**config.mk**
```make
export PLATFORM = sky130hd
export DESIGN_NAME = ucb_uart
export DESIGN_NICKNAME = d
export VERILOG_FILES = /design/src/core/ucb_pkg.sv /design/src/core/ucb_uart.sv
export SDC_FILE = /design/constraint.sdc
export NUM_CORES = 1
export LEC_CHECK = 0
export BUFFER_PORTS_ARGS = -buffer_cell sky130_fd_sc_hd__buf_2
export CAP_MARGIN = 0
export CORE_AREA = 2 2 122 124
export DETAILED_ROUTE_END_ITERATION = 10
export DIE_AREA = 0 0 124 126
export SLEW_MARGIN = 5
export SYNTH_ARGS = -nofsm -noshare
export SYNTH_HDL_FRONTEND = slang
export SYNTH_SLANG_ARGS = --single-unit
```
**constraint.sdc**
```tcl
create_clock -name clk_i -period 4 [get_ports clk_i]
set_input_delay 0.8 -clock clk_i [delete_from_list [all_inputs] [get_ports clk_i]]
set_output_delay 0.8 -clock clk_i [all_outputs]
set_load 0.01 [all_outputs]
```
**src/core/ucb_pkg.sv**
```systemverilog
// Constants and types shared by the serial control and baud block
`default_nettype none

package ucb_pkg;

    // ------------------------------------------------------------
    // Register map (byte addresses)
    // ------------------------------------------------------------
    localparam int AW = 5;
    localparam logic [AW-1:0] ADR_CTRL2 = 5'h00;
    localparam logic [AW-1:0] ADR_DATA = 5'h04;
    localparam logic [AW-1:0] ADR_BAUD = 5'h08;
    localparam logic [AW-1:0] ADR_CONF = 5'h0C;
    localparam logic [AW-1:0] ADR_STAT = 5'h10;
    localparam logic [AW-1:0] ADR_IRQ_ST = 5'h14;
    localparam logic [AW-1:0] ADR_IRQ_CLR = 5'h18;
    localparam logic [AW-1:0] ADR_IRQ_EN = 5'h1C;

    // ------------------------------------------------------------
    // Field positions
    // ------------------------------------------------------------
    localparam int B_TXEN = 7;
    localparam int B_RXEN = 6;
    localparam int B_BRGH = 5;
    localparam int B_ADDEN = 4;
    localparam int B_WAKE = 3;
    localparam int B_RIE = 2;
    localparam int B_TIIE = 1;
    localparam int B_TEIE = 0;
    localparam int C_MEN = 7;
    localparam int C_NINE = 6;
    localparam int C_MODE = 5;
    localparam int C_CLKOFF = 4;
    localparam int C_RX8 = 1;
    localparam int C_TX8 = 0;
    localparam int S_OVR = 4;
    localparam int S_RXIDLE = 3;
    localparam int S_RXFULL = 2;
    localparam int S_TXIDLE = 1;
    localparam int S_TXEMP = 0;
    localparam int I_MOD = 0;
    localparam int I_WAKE = 1;

    // ------------------------------------------------------------
    // Reset values and counts
    // ------------------------------------------------------------
    localparam logic [7:0] RST_CTRL2 = 8'h00;
    localparam logic [7:0] RST_BAUD = 8'h00;
    localparam logic [7:0] RST_CONF = 8'h00;
    localparam logic [7:0] CONF_WMASK = 8'hF1;
    localparam logic [1:0] RST_IRQ = 2'h0;
    localparam logic [1:0] LOW_PRESC = 2'h3;
    localparam logic [3:0] OVS_LAST = 4'hF;
    localparam logic [3:0] OVS_MID = 4'h7;
    localparam logic [3:0] BITS8_LAST = 4'h7;
    localparam logic [3:0] BITS9_LAST = 4'h8;

    typedef enum logic [3:0] {
        TX_IDLE = 4'h1,
        TX_START = 4'h2,
        TX_DATA = 4'h4,
        TX_STOP = 4'h8
    } ucb_tx_t;

    typedef enum logic [3:0] {
        RX_IDLE = 4'h1,
        RX_START = 4'h2,
        RX_DATA = 4'h4,
        RX_STOP = 4'h8
    } ucb_rx_t;

endpackage : ucb_pkg

`default_nettype wire

```
**src/core/ucb_uart.sv**
```systemverilog
// Serial transceiver control, shared data register and baud generator
// ----------------------------------------------------------------
// Operation
// - Clearing transmit enable aborts transmission, flushes buffers, floats TX.
// - TX driven only with transmit enable, mode select and master enable set.
// - Clearing receive enable aborts reception, flushes receive buffers, floats RX.
// - Receiver owns RX only with receive, mode and master enables set.
// - Baud is clock over 64*(N+1), or over 16*(N+1) in fast mode.
// - A free-running 8-bit counter, period set by divisor 0 to 255.
// - Address detect: word with top bit set is an address, raises irq.
// - Address detect: word with top bit clear is dropped, no irq.
// - Wake enabled and clock off: RX falling edge raises wake request.
// - No wake-up while clock runs or wake enable is clear.
// - Receive irq enable lets overrun or receive-full set module flag.
// - Transmit-idle irq enable lets idle flag rising set module flag.
// - Transmit-empty irq enable lets empty flag rising set module flag.
// - One data location: writes load transmit, reads return received.
// - Master disable flushes, resets baud counter, clears transmit and receive enables and resets status flags.
// - Characters travel least significant bit first, NRZ.
// ----------------------------------------------------------------
`timescale 1ns/10ps
`default_nettype none

module ucb_uart (
    input wire logic clk_i,
    input wire logic rst_i,
    input wire logic cyc_i,
    input wire logic stb_i,
    input wire logic we_i,
    input wire logic [ucb_pkg::AW-1:0] adr_i,
    input wire logic [3:0] sel_i,
    input wire logic [31:0] dat_i,
    output logic [31:0] dat_o,
    output logic ack_o,
    output logic irq_o,
    input wire logic rx_i,
    output logic rx_own_o,
    output logic tx_o,
    output logic tx_oe_o
);
    import ucb_pkg::*;

    // ------------------------------------------------------------
    // Bus slave
    // ------------------------------------------------------------
    function automatic logic hit(input logic [AW-1:0] a,
                                 input logic [AW-1:0] r);
        hit = (a == r);
    endfunction : hit

    logic ack_reg;
    logic [31:0] dat_reg;
    logic req;
    logic wr;
    logic rd;
    assign req = cyc_i & stb_i & ~ack_reg;
    assign wr = req & we_i & sel_i[0];
    assign rd = req & ~we_i;
    assign ack_o = ack_reg;
    assign dat_o = dat_reg;

    always_ff @(posedge clk_i) begin
        if (rst_i) begin
            ack_reg <= 1'b0;
        end else begin
            ack_reg <= req;
        end
    end

    logic [7:0] ctrl2_reg;
    logic [7:0] baud_reg;
    logic [7:0] conf_reg;
    logic [1:0] irq_st_reg;
    logic [1:0] irq_en_reg;
    logic men;
    logic tx_on;
    logic rx_on;
    logic clk_run;
    assign men = conf_reg[C_MEN];
    assign clk_run = ~conf_reg[C_CLKOFF];
    assign tx_on = men & conf_reg[C_MODE] & ctrl2_reg[B_TXEN];
    assign rx_on = men & conf_reg[C_MODE] & ctrl2_reg[B_RXEN];
    assign tx_oe_o = tx_on;
    assign rx_own_o = rx_on;

    always_ff @(posedge clk_i) begin
        if (rst_i) begin
            ctrl2_reg <= RST_CTRL2;
        end else begin
            if (wr && hit(adr_i, ADR_CTRL2)) begin
                ctrl2_reg <= dat_i[7:0];
            end
            if (!men) begin
                ctrl2_reg[B_TXEN] <= 1'b0;
                ctrl2_reg[B_RXEN] <= 1'b0;
            end
        end
    end

    always_ff @(posedge clk_i) begin
        if (rst_i) begin
            baud_reg <= RST_BAUD;
            conf_reg <= RST_CONF;
            irq_en_reg <= RST_IRQ;
        end else if (wr) begin
            if (hit(adr_i, ADR_BAUD)) begin
                baud_reg <= dat_i[7:0];
            end
            if (hit(adr_i, ADR_CONF)) begin
                conf_reg <= dat_i[7:0] & CONF_WMASK;
            end
            if (hit(adr_i, ADR_IRQ_EN)) begin
                irq_en_reg <= dat_i[1:0];
            end
        end
    end

    // ------------------------------------------------------------
    // Baud generator
    // ------------------------------------------------------------
    // Prescaler of four gives the slow mode its extra factor, so one
    // 8-bit counter serves both speeds.
    logic [1:0] presc_reg;
    logic [7:0] brg_reg;
    logic pre_tick;
    logic stick;
    assign pre_tick = ctrl2_reg[B_BRGH] | (presc_reg == LOW_PRESC);
    assign stick = men & clk_run & pre_tick & (brg_reg == 8'h00);

    always_ff @(posedge clk_i) begin
        if (rst_i || !men) begin
            presc_reg <= 2'h0;
            brg_reg <= 8'h00;
        end else if (clk_run) begin
            presc_reg <= presc_reg + 2'h1;
            if (pre_tick) begin
                if (brg_reg == 8'h00) begin
                    brg_reg <= baud_reg;
                end else begin
                    brg_reg <= brg_reg - 8'h01;
                end
            end
        end
    end

    // ------------------------------------------------------------
    // Transmitter
    // ------------------------------------------------------------
    ucb_tx_t tx_st;
    logic [8:0] tx_sh;
    logic [3:0] tx_ph;
    logic [3:0] tx_bit;
    logic [7:0] tx_hold;
    logic tx_h8;
    logic tx_empty;
    logic tx_line;
    logic tx_load;
    logic tx_idle;
    logic tx_end;
    logic [3:0] last_bit;
    assign last_bit = conf_reg[C_NINE] ? BITS9_LAST : BITS8_LAST;
    assign tx_load = tx_on & (tx_st == TX_IDLE) & ~tx_empty;
    assign tx_idle = tx_empty & (tx_st == TX_IDLE);
    assign tx_end = stick & (tx_ph == OVS_LAST);
    assign tx_o = tx_line;

    // Writes while the holding slot is full are dropped
    always_ff @(posedge clk_i) begin
        if (rst_i || !tx_on) begin
            tx_empty <= 1'b1;
            tx_hold <= 8'h00;
            tx_h8 <= 1'b0;
        end else if (tx_load) begin
            tx_empty <= 1'b1;
        end else if (wr && hit(adr_i, ADR_DATA) && tx_empty) begin
            tx_hold <= dat_i[7:0];
            tx_h8 <= conf_reg[C_TX8];
            tx_empty <= 1'b0;
        end
    end

    always_ff @(posedge clk_i) begin
        if (rst_i || !tx_on) begin
            tx_st <= TX_IDLE;
            tx_sh <= 9'h000;
            tx_ph <= 4'h0;
            tx_bit <= 4'h0;
            tx_line <= 1'b1;
        end else begin
            if (stick) begin
                tx_ph <= tx_ph + 4'h1;
            end
            case (tx_st)
                TX_IDLE: begin
                    if (tx_load) begin
                        tx_sh <= {tx_h8, tx_hold};
                        tx_st <= TX_START;
                        tx_ph <= 4'h0;
                        tx_bit <= 4'h0;
                        tx_line <= 1'b0;
                    end
                end
                TX_START: begin
                    if (tx_end) begin
                        tx_st <= TX_DATA;
                        tx_line <= tx_sh[0];
                    end
                end
                TX_DATA: begin
                    if (tx_end) begin
                        tx_sh <= tx_sh >> 1;
                        tx_bit <= tx_bit + 4'h1;
                        if (tx_bit == last_bit) begin
                            tx_st <= TX_STOP;
                            tx_line <= 1'b1;
                        end else begin
                            tx_line <= tx_sh[1];
                        end
                    end
                end
                TX_STOP: begin
                    if (tx_end) begin
                        tx_st <= TX_IDLE;
                    end
                end
                default: begin
                    tx_st <= TX_IDLE;
                end
            endcase
        end
    end

    // ------------------------------------------------------------
    // Receiver
    // ------------------------------------------------------------
    logic rx_s1;
    logic rx_s2;
    logic rx_d;
    always_ff @(posedge clk_i) begin
        if (rst_i) begin
            rx_s1 <= 1'b1;
            rx_s2 <= 1'b1;
            rx_d <= 1'b1;
        end else begin
            rx_s1 <= rx_i;
            rx_s2 <= rx_s1;
            rx_d <= rx_s2;
        end
    end

    ucb_rx_t rx_st;
    logic [8:0] rx_sh;
    logic [3:0] rx_ph;
    logic [3:0] rx_bit;
    logic rx_done;
    logic [8:0] rx_word;
    logic addr_bit;
    logic rx_keep;
    assign rx_word = conf_reg[C_NINE] ? rx_sh : {1'b0, rx_sh[8:1]};
    assign addr_bit = conf_reg[C_NINE] ? rx_word[8] : rx_word[7];
    assign rx_keep = ~ctrl2_reg[B_ADDEN] | addr_bit;

    always_ff @(posedge clk_i) begin
        if (rst_i || !rx_on) begin
            rx_st <= RX_IDLE;
            rx_sh <= 9'h000;
            rx_ph <= 4'h0;
            rx_bit <= 4'h0;
            rx_done <= 1'b0;
        end else begin
            rx_done <= 1'b0;
            if (stick) begin
                rx_ph <= rx_ph + 4'h1;
            end
            case (rx_st)
                RX_IDLE: begin
                    if (stick && !rx_s2) begin
                        rx_st <= RX_START;
                        rx_ph <= 4'h0;
                    end
                end
                RX_START: begin
                    // Mid-bit check rejects glitches as false starts
                    if (stick && rx_ph == OVS_MID) begin
                        rx_st <= rx_s2 ? RX_IDLE : RX_DATA;
                        rx_ph <= 4'h0;
                        rx_bit <= 4'h0;
                    end
                end
                RX_DATA: begin
                    if (stick && rx_ph == OVS_LAST) begin
                        rx_sh <= {rx_s2, rx_sh[8:1]};
                        rx_bit <= rx_bit + 4'h1;
                        if (rx_bit == last_bit) begin
                            rx_st <= RX_STOP;
                        end
                    end
                end
                RX_STOP: begin
                    if (stick && rx_ph == OVS_LAST) begin
                        rx_st <= RX_IDLE;
                        rx_done <= 1'b1;
                    end
                end
                default: begin
                    rx_st <= RX_IDLE;
                end
            endcase
        end
    end

    logic [7:0] rx_data_reg;
    logic rx8_reg;
    logic rx_full;
    logic ovr;
    logic rd_data;
    assign rd_data = rd & hit(adr_i, ADR_DATA);

    // A word landing in the cycle of a read is kept, not lost
    always_ff @(posedge clk_i) begin
        if (rst_i || !rx_on) begin
            rx_full <= 1'b0;
            ovr <= 1'b0;
            rx_data_reg <= 8'h00;
            rx8_reg <= 1'b0;
        end else begin
            if (rd_data) begin
                rx_full <= 1'b0;
                ovr <= 1'b0;
            end
            if (rx_done && rx_keep) begin
                if (rx_full && !rd_data) begin
                    ovr <= 1'b1;
                end else begin
                    rx_data_reg <= rx_word[7:0];
                    rx8_reg <= rx_word[8];
                    rx_full <= 1'b1;
                end
            end
        end
    end

    // ------------------------------------------------------------
    // Interrupts
    // ------------------------------------------------------------
    logic tx_idle_d;
    logic tx_empty_d;
    logic [1:0] irq_set;
    logic [1:0] irq_clr;
    always_ff @(posedge clk_i) begin
        if (rst_i) begin
            tx_idle_d <= 1'b1;
            tx_empty_d <= 1'b1;
        end else begin
            tx_idle_d <= tx_idle;
            tx_empty_d <= tx_empty;
        end
    end

    assign irq_set[I_MOD] = (ctrl2_reg[B_RIE] & (rx_full | ovr))
        | (ctrl2_reg[B_TIIE] & tx_idle & ~tx_idle_d)
        | (ctrl2_reg[B_TEIE] & tx_empty & ~tx_empty_d);
    // Only sensed while the block clock is stopped
    assign irq_set[I_WAKE] = ctrl2_reg[B_WAKE] & ~clk_run
        & rx_d & ~rx_s2;
    assign irq_clr = (wr && hit(adr_i, ADR_IRQ_CLR)) ? dat_i[1:0] : 2'h0;
    assign irq_o = |(irq_st_reg & irq_en_reg);

    always_ff @(posedge clk_i) begin
        if (rst_i) begin
            irq_st_reg <= RST_IRQ;
        end else begin
            irq_st_reg <= (irq_st_reg & ~irq_clr) | irq_set;
        end
    end

    // ------------------------------------------------------------
    // Read data
    // ------------------------------------------------------------
    always_ff @(posedge clk_i) begin
        if (rst_i) begin
            dat_reg <= 32'h0000_0000;
        end else if (rd) begin
            dat_reg <= 32'h0000_0000;
            case (adr_i)
                ADR_CTRL2: dat_reg[7:0] <= ctrl2_reg;
                ADR_DATA: dat_reg[7:0] <= rx_data_reg;
                ADR_BAUD: dat_reg[7:0] <= baud_reg;
                ADR_CONF: begin
                    dat_reg[7:0] <= {conf_reg[7:2], rx8_reg, 1'b0};
                end
                ADR_STAT: begin
                    dat_reg[S_OVR] <= ovr;
                    dat_reg[S_RXIDLE] <= (rx_st == RX_IDLE);
                    dat_reg[S_RXFULL] <= rx_full;
                    dat_reg[S_TXIDLE] <= tx_idle;
                    dat_reg[S_TXEMP] <= tx_empty;
                end
                ADR_IRQ_ST: dat_reg[1:0] <= irq_st_reg;
                ADR_IRQ_EN: dat_reg[1:0] <= irq_en_reg;
                default: dat_reg <= 32'h0000_0000;
            endcase
        end
    end
endmodule : ucb_uart

`default_nettype wire

```
# [Word level (Yosys, flattened, before mapping)]
# Cells that the tools add are included.
[totals] output_inout_bits=37 elab_cells=201 input_bits=47 reg_bits=114
[op_classes] n_mux=49 eq_ne=31 n_reduce_logical=38 n_bitwise=45 add_sub_neg=6
[op_table] op="4-bit 2-to-1 mux" n=21
[op_table] op="4-bit case mux with 4 select lines" n=2
[op_table] op="9-bit 2-to-1 mux" n=3
[op_table] op="1-bit bitwise AND" n=24
[op_table] op="4-bit case mux with 2 select lines" n=3
[op_table] op="5-bit == test (second input constant)" n=4
[op_table] op="2-bit inequality test (second input constant)" n=10
[op_table] op="9-bit case mux with 2 select lines" n=1
[op_table] op="4-bit by 1-bit adder with 4-bit output (second input constant)" n=4
[op_table] op="4-bit == test (second input constant)" n=4
[op_table] op="3-bit case mux with 5 select lines" n=1
[op_table] op="2-bit case mux with 7 select lines" n=1
[op_table] op="2-bit AND reduction" n=7
[op_table] op="4-bit by 3-bit == test with 1-bit output (second input constant)" n=3
[op_table] op="1-bit 2-to-1 mux" n=12
[op_table] op="1-bit inverter" n=12
[op_table] op="3-bit case mux with 4 select lines" n=1
[op_table] op="5-bit by 4-bit == test with 1-bit output (second input constant)" n=2
[op_table] op="5-bit AND reduction" n=2
[op_table] op="1-bit logical AND" n=9
[op_table] op="4-bit by 1-bit == test with 1-bit output (second input constant)" n=2
[op_table] op="4-bit by 2-bit == test with 1-bit output (second input constant)" n=2
[op_table] op="4-bit == test" n=2
[op_table] op="8-bit zero test" n=1
[op_table] op="20 further kinds" n=36

# [Depth between registers and ports, before layout]
# Gate-level depths: netlist (run 1).
[logic_depth] word_depth=9 depth_mapped=10

# [Worst setup path after synthesis (run 1)]
# OpenSTA, ideal clock, no wires.
[synth_path] path_type="input to register" from="input port adr_i[1] (netlist name)" to="register ctrl2_reg[6]" setup_time_ns=0.128 arrival_time_ns=2.205 cell_stages=6 path_slack_ns=1.667 path_cell_list="or3_1 -> nor3_1 -> nor3b_1 -> buf_2 -> mux2i_1 -> nor2_1"
[synth_between] elab_chain_cells=2
[synth_lines] item="start, declared" line_no="ucb_uart.sv:30" text="input wire logic [ucb_pkg::AW-1:0] adr_i,"
[synth_lines] item="5-bit zero test" line_no="ucb_uart.sv:48" text="hit = (a == r);"
[synth_lines] item="1-bit logical AND" line_no="ucb_uart.sv:90" text="if (wr && hit(adr_i, ADR_CTRL2)) begin"
[synth_lines] item="end signal, assigned" line_no="ucb_uart.sv:91" text="ctrl2_reg <= dat_i[7:0];"
[synth_lines] item="end, declared" line_no="ucb_uart.sv:70" text="logic [7:0] ctrl2_reg;"
# No other way between the ends.
# A chain may end at the register's enable or synchronous reset.

# [Worst setup path in the final report (run 1)]
[layout_path] from="register brg_reg[0]" to="register tx_st[3]"
[layout_between] elab_chain_cells=5 elab_cells_between_ends=7 classes_between="eq/ne: 3; bitwise: 2; reduce/logical: 2"
[layout_lines] item="start, declared" line_no="ucb_uart.sv:124" text="logic [7:0] brg_reg;"
[layout_lines] item="start signal, assigned" line_no="ucb_uart.sv:138" text="brg_reg <= baud_reg;"
[layout_lines] item="start signal, assigned" line_no="ucb_uart.sv:140" text="brg_reg <= brg_reg - 8'h01;"
[layout_lines] item="8-bit zero test (*)" line_no="ucb_uart.sv:128" text="assign stick = men & clk_run & pre_tick & (brg_reg == 8'h00);"
[layout_lines] item="1-bit bitwise AND (*)" line_no="ucb_uart.sv:128"
[layout_lines] item="1-bit bitwise AND (*)" line_no="ucb_uart.sv:164" text="assign tx_end = stick & (tx_ph == OVS_LAST);"
[layout_lines] item="2-bit inequality test (no line)"
[layout_lines] item="5-bit AND reduction (no line) (*)"
[layout_lines] item="end signal, assigned" line_no="ucb_uart.sv:184" text="tx_st <= TX_IDLE;"
[layout_lines] item="end signal, assigned" line_no="ucb_uart.sv:197" text="tx_st <= TX_START;"
[layout_lines] item="end signal, assigned" line_no="ucb_uart.sv:205" text="tx_st <= TX_DATA;"
[layout_lines] item="end, declared" line_no="ucb_uart.sv:149" text="ucb_tx_t tx_st;"
# Every way passes the cells marked *; elsewhere a longest branch is shown, timed or not.

==> results.md, run 1 <==
* Count of inserted antenna diode cells at 0
* Crit share post-route at 0.665
* Pre-Repair DR Iteration Count at 4
* Leading cell types by total area after synthesis: dfxtp_1 (41%), mux2i_1 (10%), nor2_1 (6.2%), buf_4 (3.3%), nand2_1 (3.1%)
* Maximum buffer depth of the clock tree at 2
* Multi-input gate area in the final layout at 0.00308 mm²
* Final estimated routing congestion in global placement at 0.850
* WL/cell at 15.6 µm
* Sink count of the clock tree at roughly 110
* Core box area at 0.0143 mm²
* Sort of element at the start of the critical path: register
* WP buf/inv at 1
* Congestion Overflow GR at 0
* Share of synthesized registers carrying an async set or reset at 0
* Hold-fix buffer count after cts at 0
* Number of ports placed on the die boundary at between 80 and 90
* Arrival time worst endpoint at 2.97 ns
* HP Class: register to register
* EDFF count, synth at 0
* Area of all placed cells without fillers at 0.00643 mm²
* Distinct cells, synth at 73
* Die width at 124 µm
* Die Footprint at 0.0156 mm²
* Maximum number of pins on one net before global-route repair at 40
* Maximum net fanout on the critical path at 11
* Part of the Yosys area used for sequential elements at 0.405
* Unrepaired setup endpoints after global routing: false
* Remaining antenna violation count at 0
* Total setup violations reported at the end of the flow at 0
* Total standard cell area after synthesis at ~0.0056 mm²
* Final worst clock skew at 0.00940 ns
* Site Rows at 44
* Max-Slew Margin vs Limit at 0.463
* Power density over the cells at 428 mW/mm²
* Number of violations of the max-capacitance limit at 0
* Signed area change from the synthesized netlist to the final layout at 14.1%
* Flop and latch count out of synthesis at between 100 and 150
* Via count of the routed design at 4,589
* Cell Chain, Critical Path: inv_1, ha_1, and4bb_2, nand4_1, or4b_1, a2111oi_2
* Leak at 2.21 nW
* Vias in the first global route at approximately 4.4k
* Buffers inserted during post-CTS setup optimization at 0
* Max stage delay on crit path at 0.68 ns
* Maximum vdd ir drop at 0.000320 V
* Most frequently used cell type in the post-synthesis netlist: dfxtp_1
* Via-to-Cell Ratio at around 5.4
* Hold Fails Final Rpt at 0
* Detailed-route wire length at 13.2 mm
* Remaining DRCs at 0
* Top cell family by delay on the critical path: simple AND/OR/NAND/NOR gates
* Warning count from the yosys run at 0
* First-pass GRT wire length at 21.8 mm
* Number of buffers inserted during clock tree synthesis at 17
* Total global routing track utilization at 0.179
* Leading registers by flop count: rx_sh x9, tx_sh x9
* Storage element area at 0.00228 mm²
* Data required time of the critical path at between 4 and 5 ns
* Drt first-iter violations at 302
* Critical Path Slowest Stage Cell: or4b_1
* Initial cell density of the core at 0.394
* Setup TNS at 0 ns
* Minimum clock period after layout at roughly 2.7 ns
* Placed Area at around 0.0058 mm²
* Filler cell count in the final layout at about 1.4k
* Most instantiated flip-flop cell in the synthesis netlist: dfxtp_1
* Fraction of final layout cells with drive strength greater than 1 at 0.158
* Pins Over Slew Limit at 0
* Critical Path Sink Type: register
* Die height at 126 µm
* Count of mapped cells out of synthesis at 631
* Top cell type's share of synthesized area at 0.405
* TritonCTS clock tree: done
* Maximum clock frequency at 376 MHz
* Ranking of synthesized cells by instance count: dfxtp_1 (114), nor2_1 (93), mux2i_1 (59)
* Number of resized instances in the post-cts repair step at 0
* Final net count at 703
* Mapped Avg Cell Area at 8.93 µm²
* Synth area leader: dfxtp_1
* Category of the critical setup timing path: register to register
* Clock insertion delay at the later pin of the skew report at around 0.42 ns
* Clock-pin slew on the worst setup and hold paths at 0.06 ns
* H-tree depth reported by CTS at 4
* Final HPWL from detailed placement at around 9.3 mm
* Actual transition at the worst max-transition pin at a little under 0.8 ns
* # port buffers at 32
* Outcome: finished clean
* Antenna violations before repair at 0
* Clock tree root buffer cell: clkbuf_16
## metrics by stage
stage                     setup WS (ns)   util  std cells  hold WS [ns]  power (W)
after CTS                          1.35  0.449        847         0.406    0.00278
final                              1.34  0.449        847         0.405    0.00275
after global placement            0.993  0.406        815         0.400    0.00123
after detailed placement          0.953  0.406        815         0.393    0.00123
after floorplan                    1.67      -        654         0.389    0.00123
after global routing               1.14  0.449        847         0.419    0.00285
## cell type report
class | count | share of cell area
Timing Repair Buffer | 37 | 0.0308
Multi-Input combinational cell | 474 | 0.480
Clock inverter | 15 | 0.0288
Inverter | 6 | 0.00350
Sequential cell | 114 | 0.355
Clock buffer | 17 | 0.0662
Tap cell | 184 | 0.0358
## final timing paths
| check | start | end | slack, ns | cells past startpoint |
|---|---|---|---|---|
| max | brg_reg[0] | tx_st[3] | 1.34 | 6 |
| min | rx_s1 | rx_s2 | 0.40 | 1 |
| max reg2reg | brg_reg[0] | tx_st[3] | 1.34 | 6 |
| min reg2reg | rx_s1 | rx_s2 | 0.40 | 1 |
## where the power goes
group	leakage (nW)	switching [W]	internal [W]	total [W]
clock network	0.282	0.000560	0.000982	0.00154
logic	1.01	0.0000461	0.0000208	0.0000669
registers	0.919	0.00000274	0.00114	0.00114
total	2.21	0.000609	0.00214	0.00275
## logic make-up (layout without fill, tap and decap cells)
family / after synthesis / in the layout / share of synthesized area
compound gates: 113 / 113 / 0.139
other cells: 1 / 24 / 0.000666
flops: 114 / 114 / 0.405
xor+xnor: 11 / 11 / 0.0171
fa+ha+maj: 6 / 6 / 0.0133
buf+inv: 66 / 75 / 0.0642
simple gates: 254 / 254 / 0.234
mux: 66 / 66 / 0.127
## placed cells by master, fill, tap and decap left out, types with 6 or more instances in the layout
cell         n
or2_2        6
clkbuf_16   17
xor2_1       6
nor3_1      13
nand2b_1     9
nor2_1      93
buf_2       32
a211oi_1    19
nand2_1     46
conb_1      24
dfxtp_1    114
ha_1         6
nor2b_1      6
a22oi_1     10
a21oi_1     28
o21ai_0     23
and3_1       8
inv_1        6
mux2i_1     59
nand3_1     20
## layer usage
layer,part of all wire,global-route usage
met5,0,0
met4,0.022,0.0747
met3,0.053,0.0498
met2,0.48,0.282
met1,0.45,0.229
Note: power is estimated with default switching activity, not from simulation.
==> inputs of run 2 (changes only) <==
Clock period 4 ns to 2.4 ns, I/O delays scaled along.
==> run 2 against run 1 <==
Cell area grew 1.6%; power up 62%; critical path depth decreased by 1; flip-flop and latch count stayed put; global-route usage barely moved; worst hold slack got worse by 0.14 ns; die area did not move; final cell count rose by 1.9%; combinational power rose by 76%; sequential share of layout area fell by 0.56 points; largest power group unchanged.
==> results.md, run 2 (synthesis results as in run 1) <==
* Die height at 126 µm (unchanged)
* Count of inserted antenna diode cells at 0 (unchanged)
* Maximum buffer depth of the clock tree at 2 (unchanged)
* Initial cell density of the core at 0.394 (unchanged)
* Pre-Repair DR Iteration Count at 5 (+1)
* Sort of element at the start of the critical path: register
* Final net count at 719 (+2.3%)
* Actual transition at the worst max-transition pin at 0.580 ns (-0.214 ns)
* Remaining antenna violation count at 0 (unchanged)
* Clock insertion delay at the later pin of the skew report at 0.41 ns (about the same)
* Finished Core Util at 0.456 (+0.00717)
* Congestion Overflow GR at 0 (unchanged)
* Number of ports placed on the die boundary at 84 (unchanged)
* Detailed-route wire length at 13.3 mm (+0.73%)
* Critical Path Sink Type: register
* Clock-pin slew on the worst setup and hold paths at 0.05 ns (about the same)
* Sink count of the clock tree at 114 (unchanged)
* Number of resized instances in the post-cts repair step at 0 (unchanged)
* Drt first-iter violations at 353 (+17%)
* Site Rows at 44 (unchanged)
* Clock tree root buffer cell: clkbuf_16
* Maximum vdd ir drop at 0.000649 V (+100%)
* Signed area change from the synthesized netlist to the final layout at 15.9%
* Pins Over Slew Limit at 0 (unchanged)
* HP Class: input pin to register
* Final HPWL from detailed placement at 9.66 mm (+3.9%)
* WL/cell at 15.4 µm (-1.1%)
* Total global routing track utilization at 0.179 (+0.000248)
* Leak at 2.30 nW (+4.1%)
* Die Footprint at 0.0156 mm² (unchanged)
* Remaining DRCs at 0 (unchanged)
* Via count of the routed design at 4,617 (+0.61%)
* TritonCTS clock tree: done
* Leading registers by flop count: rx_sh x9, tx_sh x9
* Commonest non-fill, non-tap cells in the layout: dfxtp_1 (114), nor2_1 (93), mux2i_1 (59)
* Hold Fails Final Rpt at 0 (unchanged)
* WHS at 0.262 ns (-0.142 ns)
* Maximum net fanout on the critical path at 10 (-1)
* Max-Slew Margin vs Limit at 0.610 (+0.147)
* Final estimated routing congestion in global placement at 0.849 (about the same)
* Fraction of final layout cells with drive strength greater than 1 at 0.177 (+0.0184)
* Maximum number of pins on one net before global-route repair at 39 (-2.5%)
* Number of buffers inserted during clock tree synthesis at 17 (unchanged)
* # port buffers at 32 (unchanged)
* Minimum clock period after layout at 2.09 ns (-0.571 ns)
* Core box area at 0.0143 mm² (unchanged)
* Post-route total power at 0.00445 W (+62%)
* Final worst clock skew at 0.0108 ns (+0.00137 ns)
* Antenna violations before repair at 0 (unchanged)
* H-tree depth reported by CTS at 4 (unchanged)
* Arrival time worst endpoint at 2.44 ns (-0.53 ns)
* Total instance count after detailed placement at 831 (+2.0%)
* Maximum clock frequency at 479 MHz (+27%)
* Total setup violations reported at the end of the flow at 0 (unchanged)
* Number of violations of the max-capacitance limit at 0 (unchanged)
* Category of the critical setup timing path: register to register
* Die width at 124 µm (unchanged)
* First-pass GRT wire length at 21.7 mm (-0.19%)
* Outcome: finished clean
* Crit share post-route at 0.870 (+0.205)
* Data required time of the critical path at 2.75 ns (-1.56 ns)
* Non-Filler Instances at 863 (+1.9%)
* Buffers inserted during post-CTS setup optimization at 0 (unchanged)
* Unrepaired setup endpoints after global routing: false
* Hold-fix buffer count after cts at 0 (unchanged)
* Leading cell type in the layout, fill and taps excluded: dfxtp_1
* Vias in the first global route at 4,393 (+0.34%)
* Via-to-Cell Ratio at 5.35 (-1.3%)
* Power density over the cells at 682 mW/mm² (+59%)
* Setup TNS at 0 ns (unchanged)
run 2: cell types whose count changed in the layout (fill, tap and decap cells not counted), sizes merged:
cell and delta:
buf +16, clkbuf +4, clkinvlp -3, bufinv -1, clkinv +1, inv -1
run 2: final timing paths:
kind | cells past startpoint | to | slack (ns) | startpoint
hold / removal | 2 | rx_s1 | 0.26 | rx_i
setup reg to reg | 5 | rx_st[0] | 0.31 | brg_reg[2]
hold reg to reg | 1 | rx_s2 | 0.40 | rx_s1
setup / recovery | 5 | rx_st[0] | 0.31 | brg_reg[2]
run 2: final cells by class:
cell class | count | area, µm²
Sequential cell | 114 | 2280
Clock inverter | 11 | 110
Fill cell | 1374 | 7780
Multi-Input combinational cell | 474 | 3080
Clock buffer | 21 | 470
Timing Repair Buffer | 53 | 330
Tap cell | 184 | 230
Inverter | 6 | 22.5
run 2: worst max-delay path: stages (launching register included):
cell and delay, ns:
dfxtp_1 0.38, nor4_4 0.50, nand3_2 0.30, o22ai_1 0.36, nor3b_1 0.30, a31o_2 0.19
run 2: power breakdown:
part	internal (W)	switching (W)
logic	0.0000381	0.0000803
clock network	0.00159	0.000834
registers	0.00190	0.00000430
run 2: stage by stage:
step                cell area, µm²  worst slack, ns
detailed placement            5950            0.125
global route                  6530           0.0594
floorplan                     5720            0.330
CTS                           6530            0.313
finish                        6530            0.311
global placement              5950            0.126
run 2: layer usage:
metal	track usage	wire, µm	up-vias
met5	0	0	-
met4	0.0621	214	0
met3	0.0466	496	13
met2	0.284	6330	92
met1	0.235	6260	2228
li1	-	-	2284
==> inputs of run 3 (changes only) <==
Settings changed: CTS_BUF_LIST set to sky130_fd_sc_hd__clkbuf_16.
==> run 3 against run 2 <==
Via count rose by 0.11%; final cell count did not move; wire length rose by 0.52%; first-iteration DRC count rose by 3.4%; clock skew barely moved; non-clock buffer count did not move; register-to-register slack got worse by 0.02 ns; critical path type unchanged.
==> results.md, run 3 (synthesis results as in run 1) <==
* Outcome: finished clean
* Number of ports placed on the die boundary at 84 (unchanged)
* Total global routing track utilization at 0.179 (+0.000281)
* Maximum net fanout on the critical path at 10 (unchanged)
* Commonest non-fill, non-tap cells in the layout: dfxtp_1 (114), nor2_1 (93), mux2i_1 (59)
* Die width at 124 µm (unchanged)
* Remaining antenna violation count at 0 (unchanged)
* Leading registers by flop count: rx_sh x9, tx_sh x9
* Arrival time worst endpoint at 2.46 ns (+0.02 ns)
* HP Class: input pin to register
* Maximum vdd ir drop at 0.000646 V (-0.44%)
* Leak at 2.29 nW (-0.55%)
* Via count of the routed design at 4,622 (+0.11%)
* Max-Slew Margin vs Limit at 0.610 (about the same)
* Number of resized instances in the post-cts repair step at 0 (unchanged)
* Vias in the first global route at 4,381 (-0.27%)
* WHS at 0.263 ns (+0.000276 ns)
* Critical Path Sink Type: register
* Filler cell count in the final layout at 1,381 (+0.51%)
* Clock-pin slew on the worst setup and hold paths at 0.05 ns (about the same)
* Antenna violations before repair at 0 (unchanged)
* Power density over the cells at 668 mW/mm² (-2.0%)
* Initial cell density of the core at 0.394 (unchanged)
* Hold Fails Final Rpt at 0 (unchanged)
* Count of inserted antenna diode cells at 0 (unchanged)
* Pins Over Slew Limit at 0 (unchanged)
* Data required time of the critical path at 2.75 ns (about the same)
* Final net count at 719 (unchanged)
* Detailed-route wire length at 13.4 mm (+0.52%)
* Pre-Repair DR Iteration Count at 5 (unchanged)
* Sort of element at the start of the critical path: register
* Fraction of final layout cells with drive strength greater than 1 at 0.172 (-0.00442)
* Actual transition at the worst max-transition pin at 0.580 ns (-0.000459 ns)
* TritonCTS clock tree: done
* Final worst clock skew at 0.0109 ns (+0.000165 ns)
* Maximum clock frequency at 475 MHz (-0.85%)
* WL/cell at 15.5 µm (+0.52%)
* Setup TNS at 0 ns (unchanged)
* Final estimated routing congestion in global placement at 0.849 (unchanged)
* Site Rows at 44 (unchanged)
* Die Footprint at 0.0156 mm² (unchanged)
* Leading cell type in the layout, fill and taps excluded: dfxtp_1
* # port buffers at 32 (unchanged)
* Clock tree root buffer cell: clkbuf_16
* Minimum clock period after layout at 2.11 ns (+0.0178 ns)
* Die height at 126 µm (unchanged)
* Number of violations of the max-capacitance limit at 0 (unchanged)
* Sink count of the clock tree at 114 (unchanged)
* Category of the critical setup timing path: register to register
* Unrepaired setup endpoints after global routing: false
* Drt first-iter violations at 365 (+3.4%)
* H-tree depth reported by CTS at 4 (unchanged)
* Crit share post-route at 0.878 (+0.00743)
* Clock insertion delay at the later pin of the skew report at 0.41 ns (about the same)
* Number of buffers inserted during clock tree synthesis at 17 (unchanged)
* Hold-fix buffer count after cts at 0 (unchanged)
* Core box area at 0.0143 mm² (unchanged)
* Via-to-Cell Ratio at 5.36 (+0.11%)
* First-pass GRT wire length at 21.7 mm (about the same)
* Signed area change from the synthesized netlist to the final layout at 15.3%
* Remaining DRCs at 0 (unchanged)
* Buffers inserted during post-CTS setup optimization at 0 (unchanged)
* Total setup violations reported at the end of the flow at 0 (unchanged)
* Final HPWL from detailed placement at 9.66 mm (unchanged)
* Congestion Overflow GR at 0 (unchanged)
* Maximum buffer depth of the clock tree at 2 (unchanged)
* Maximum number of pins on one net before global-route repair at 39 (unchanged)
run 3: cell types whose count changed in the layout (fill, tap and decap cells not counted):
cell and change:
clkbuf_8 -3, clkbuf_1 -1, clkinv_1 +3, inv_1 +1
run 3: critical path: stages (launching register included):
cell and delay (ns):
dfxtp_1 0.38, nor4_4 0.51, nand3_2 0.31, o22ai_1 0.36
nor3b_1 0.30, a31o_2 0.19
run 3: stage by stage:
step / area, µm² / cells / utilization / total power (W) / setup WS, ns
2_1_floorplan: 5720 / 654 / - / 0.00204 / 0.330
3_3_place_gp: 5950 / 831 / 0.416 / 0.00206 / 0.126
3_5_place_dp: 5950 / 831 / 0.416 / 0.00206 / 0.125
4_1_cts: 6500 / 863 / 0.454 / 0.00440 / 0.313
5_1_grt: 6500 / 863 / 0.454 / 0.00451 / 0.0594
6_report: 6500 / 863 / 0.454 / 0.00434 / 0.293
run 3: routing by layer:
metal  wire length (µm)  GRT usage  vias up
met5                  0          0        -
met4                250     0.0621        0
met3                630     0.0466       21
met2               6340      0.285      104
met1               6150      0.235     2213
li1                   -          -     2284
run 3: final timing paths:
check | from | endpoint | slack, ns | depth (start not counted)
worst max-delay path | brg_reg[2] | rx_st[0] | 0.29 | 5
worst min-delay path | rx_i | rx_s1 | 0.26 | 2
worst min register to register | rx_s1 | rx_s2 | 0.40 | 1
worst max register to register | brg_reg[2] | rx_st[0] | 0.29 | 5
run 3: area by class of cell:
class,count,area (µm²),share of cell area
inverter,6,22.5,0.00347
clock buffer,17,425,0.0655
timing repair buffer,53,330,0.0508
tap,184,230,0.0354
sequential,114,2280,0.351
clock inverter,15,125,0.0193
multi-input combinational,474,3080,0.474
run 3: power by group:
| part | switching (W) | internal (W) |
|---|---|---|
| logic | 0.0000805 | 0.0000381 |
| registers | 0.00000430 | 0.00190 |
| clock network | 0.000826 | 0.00149 |
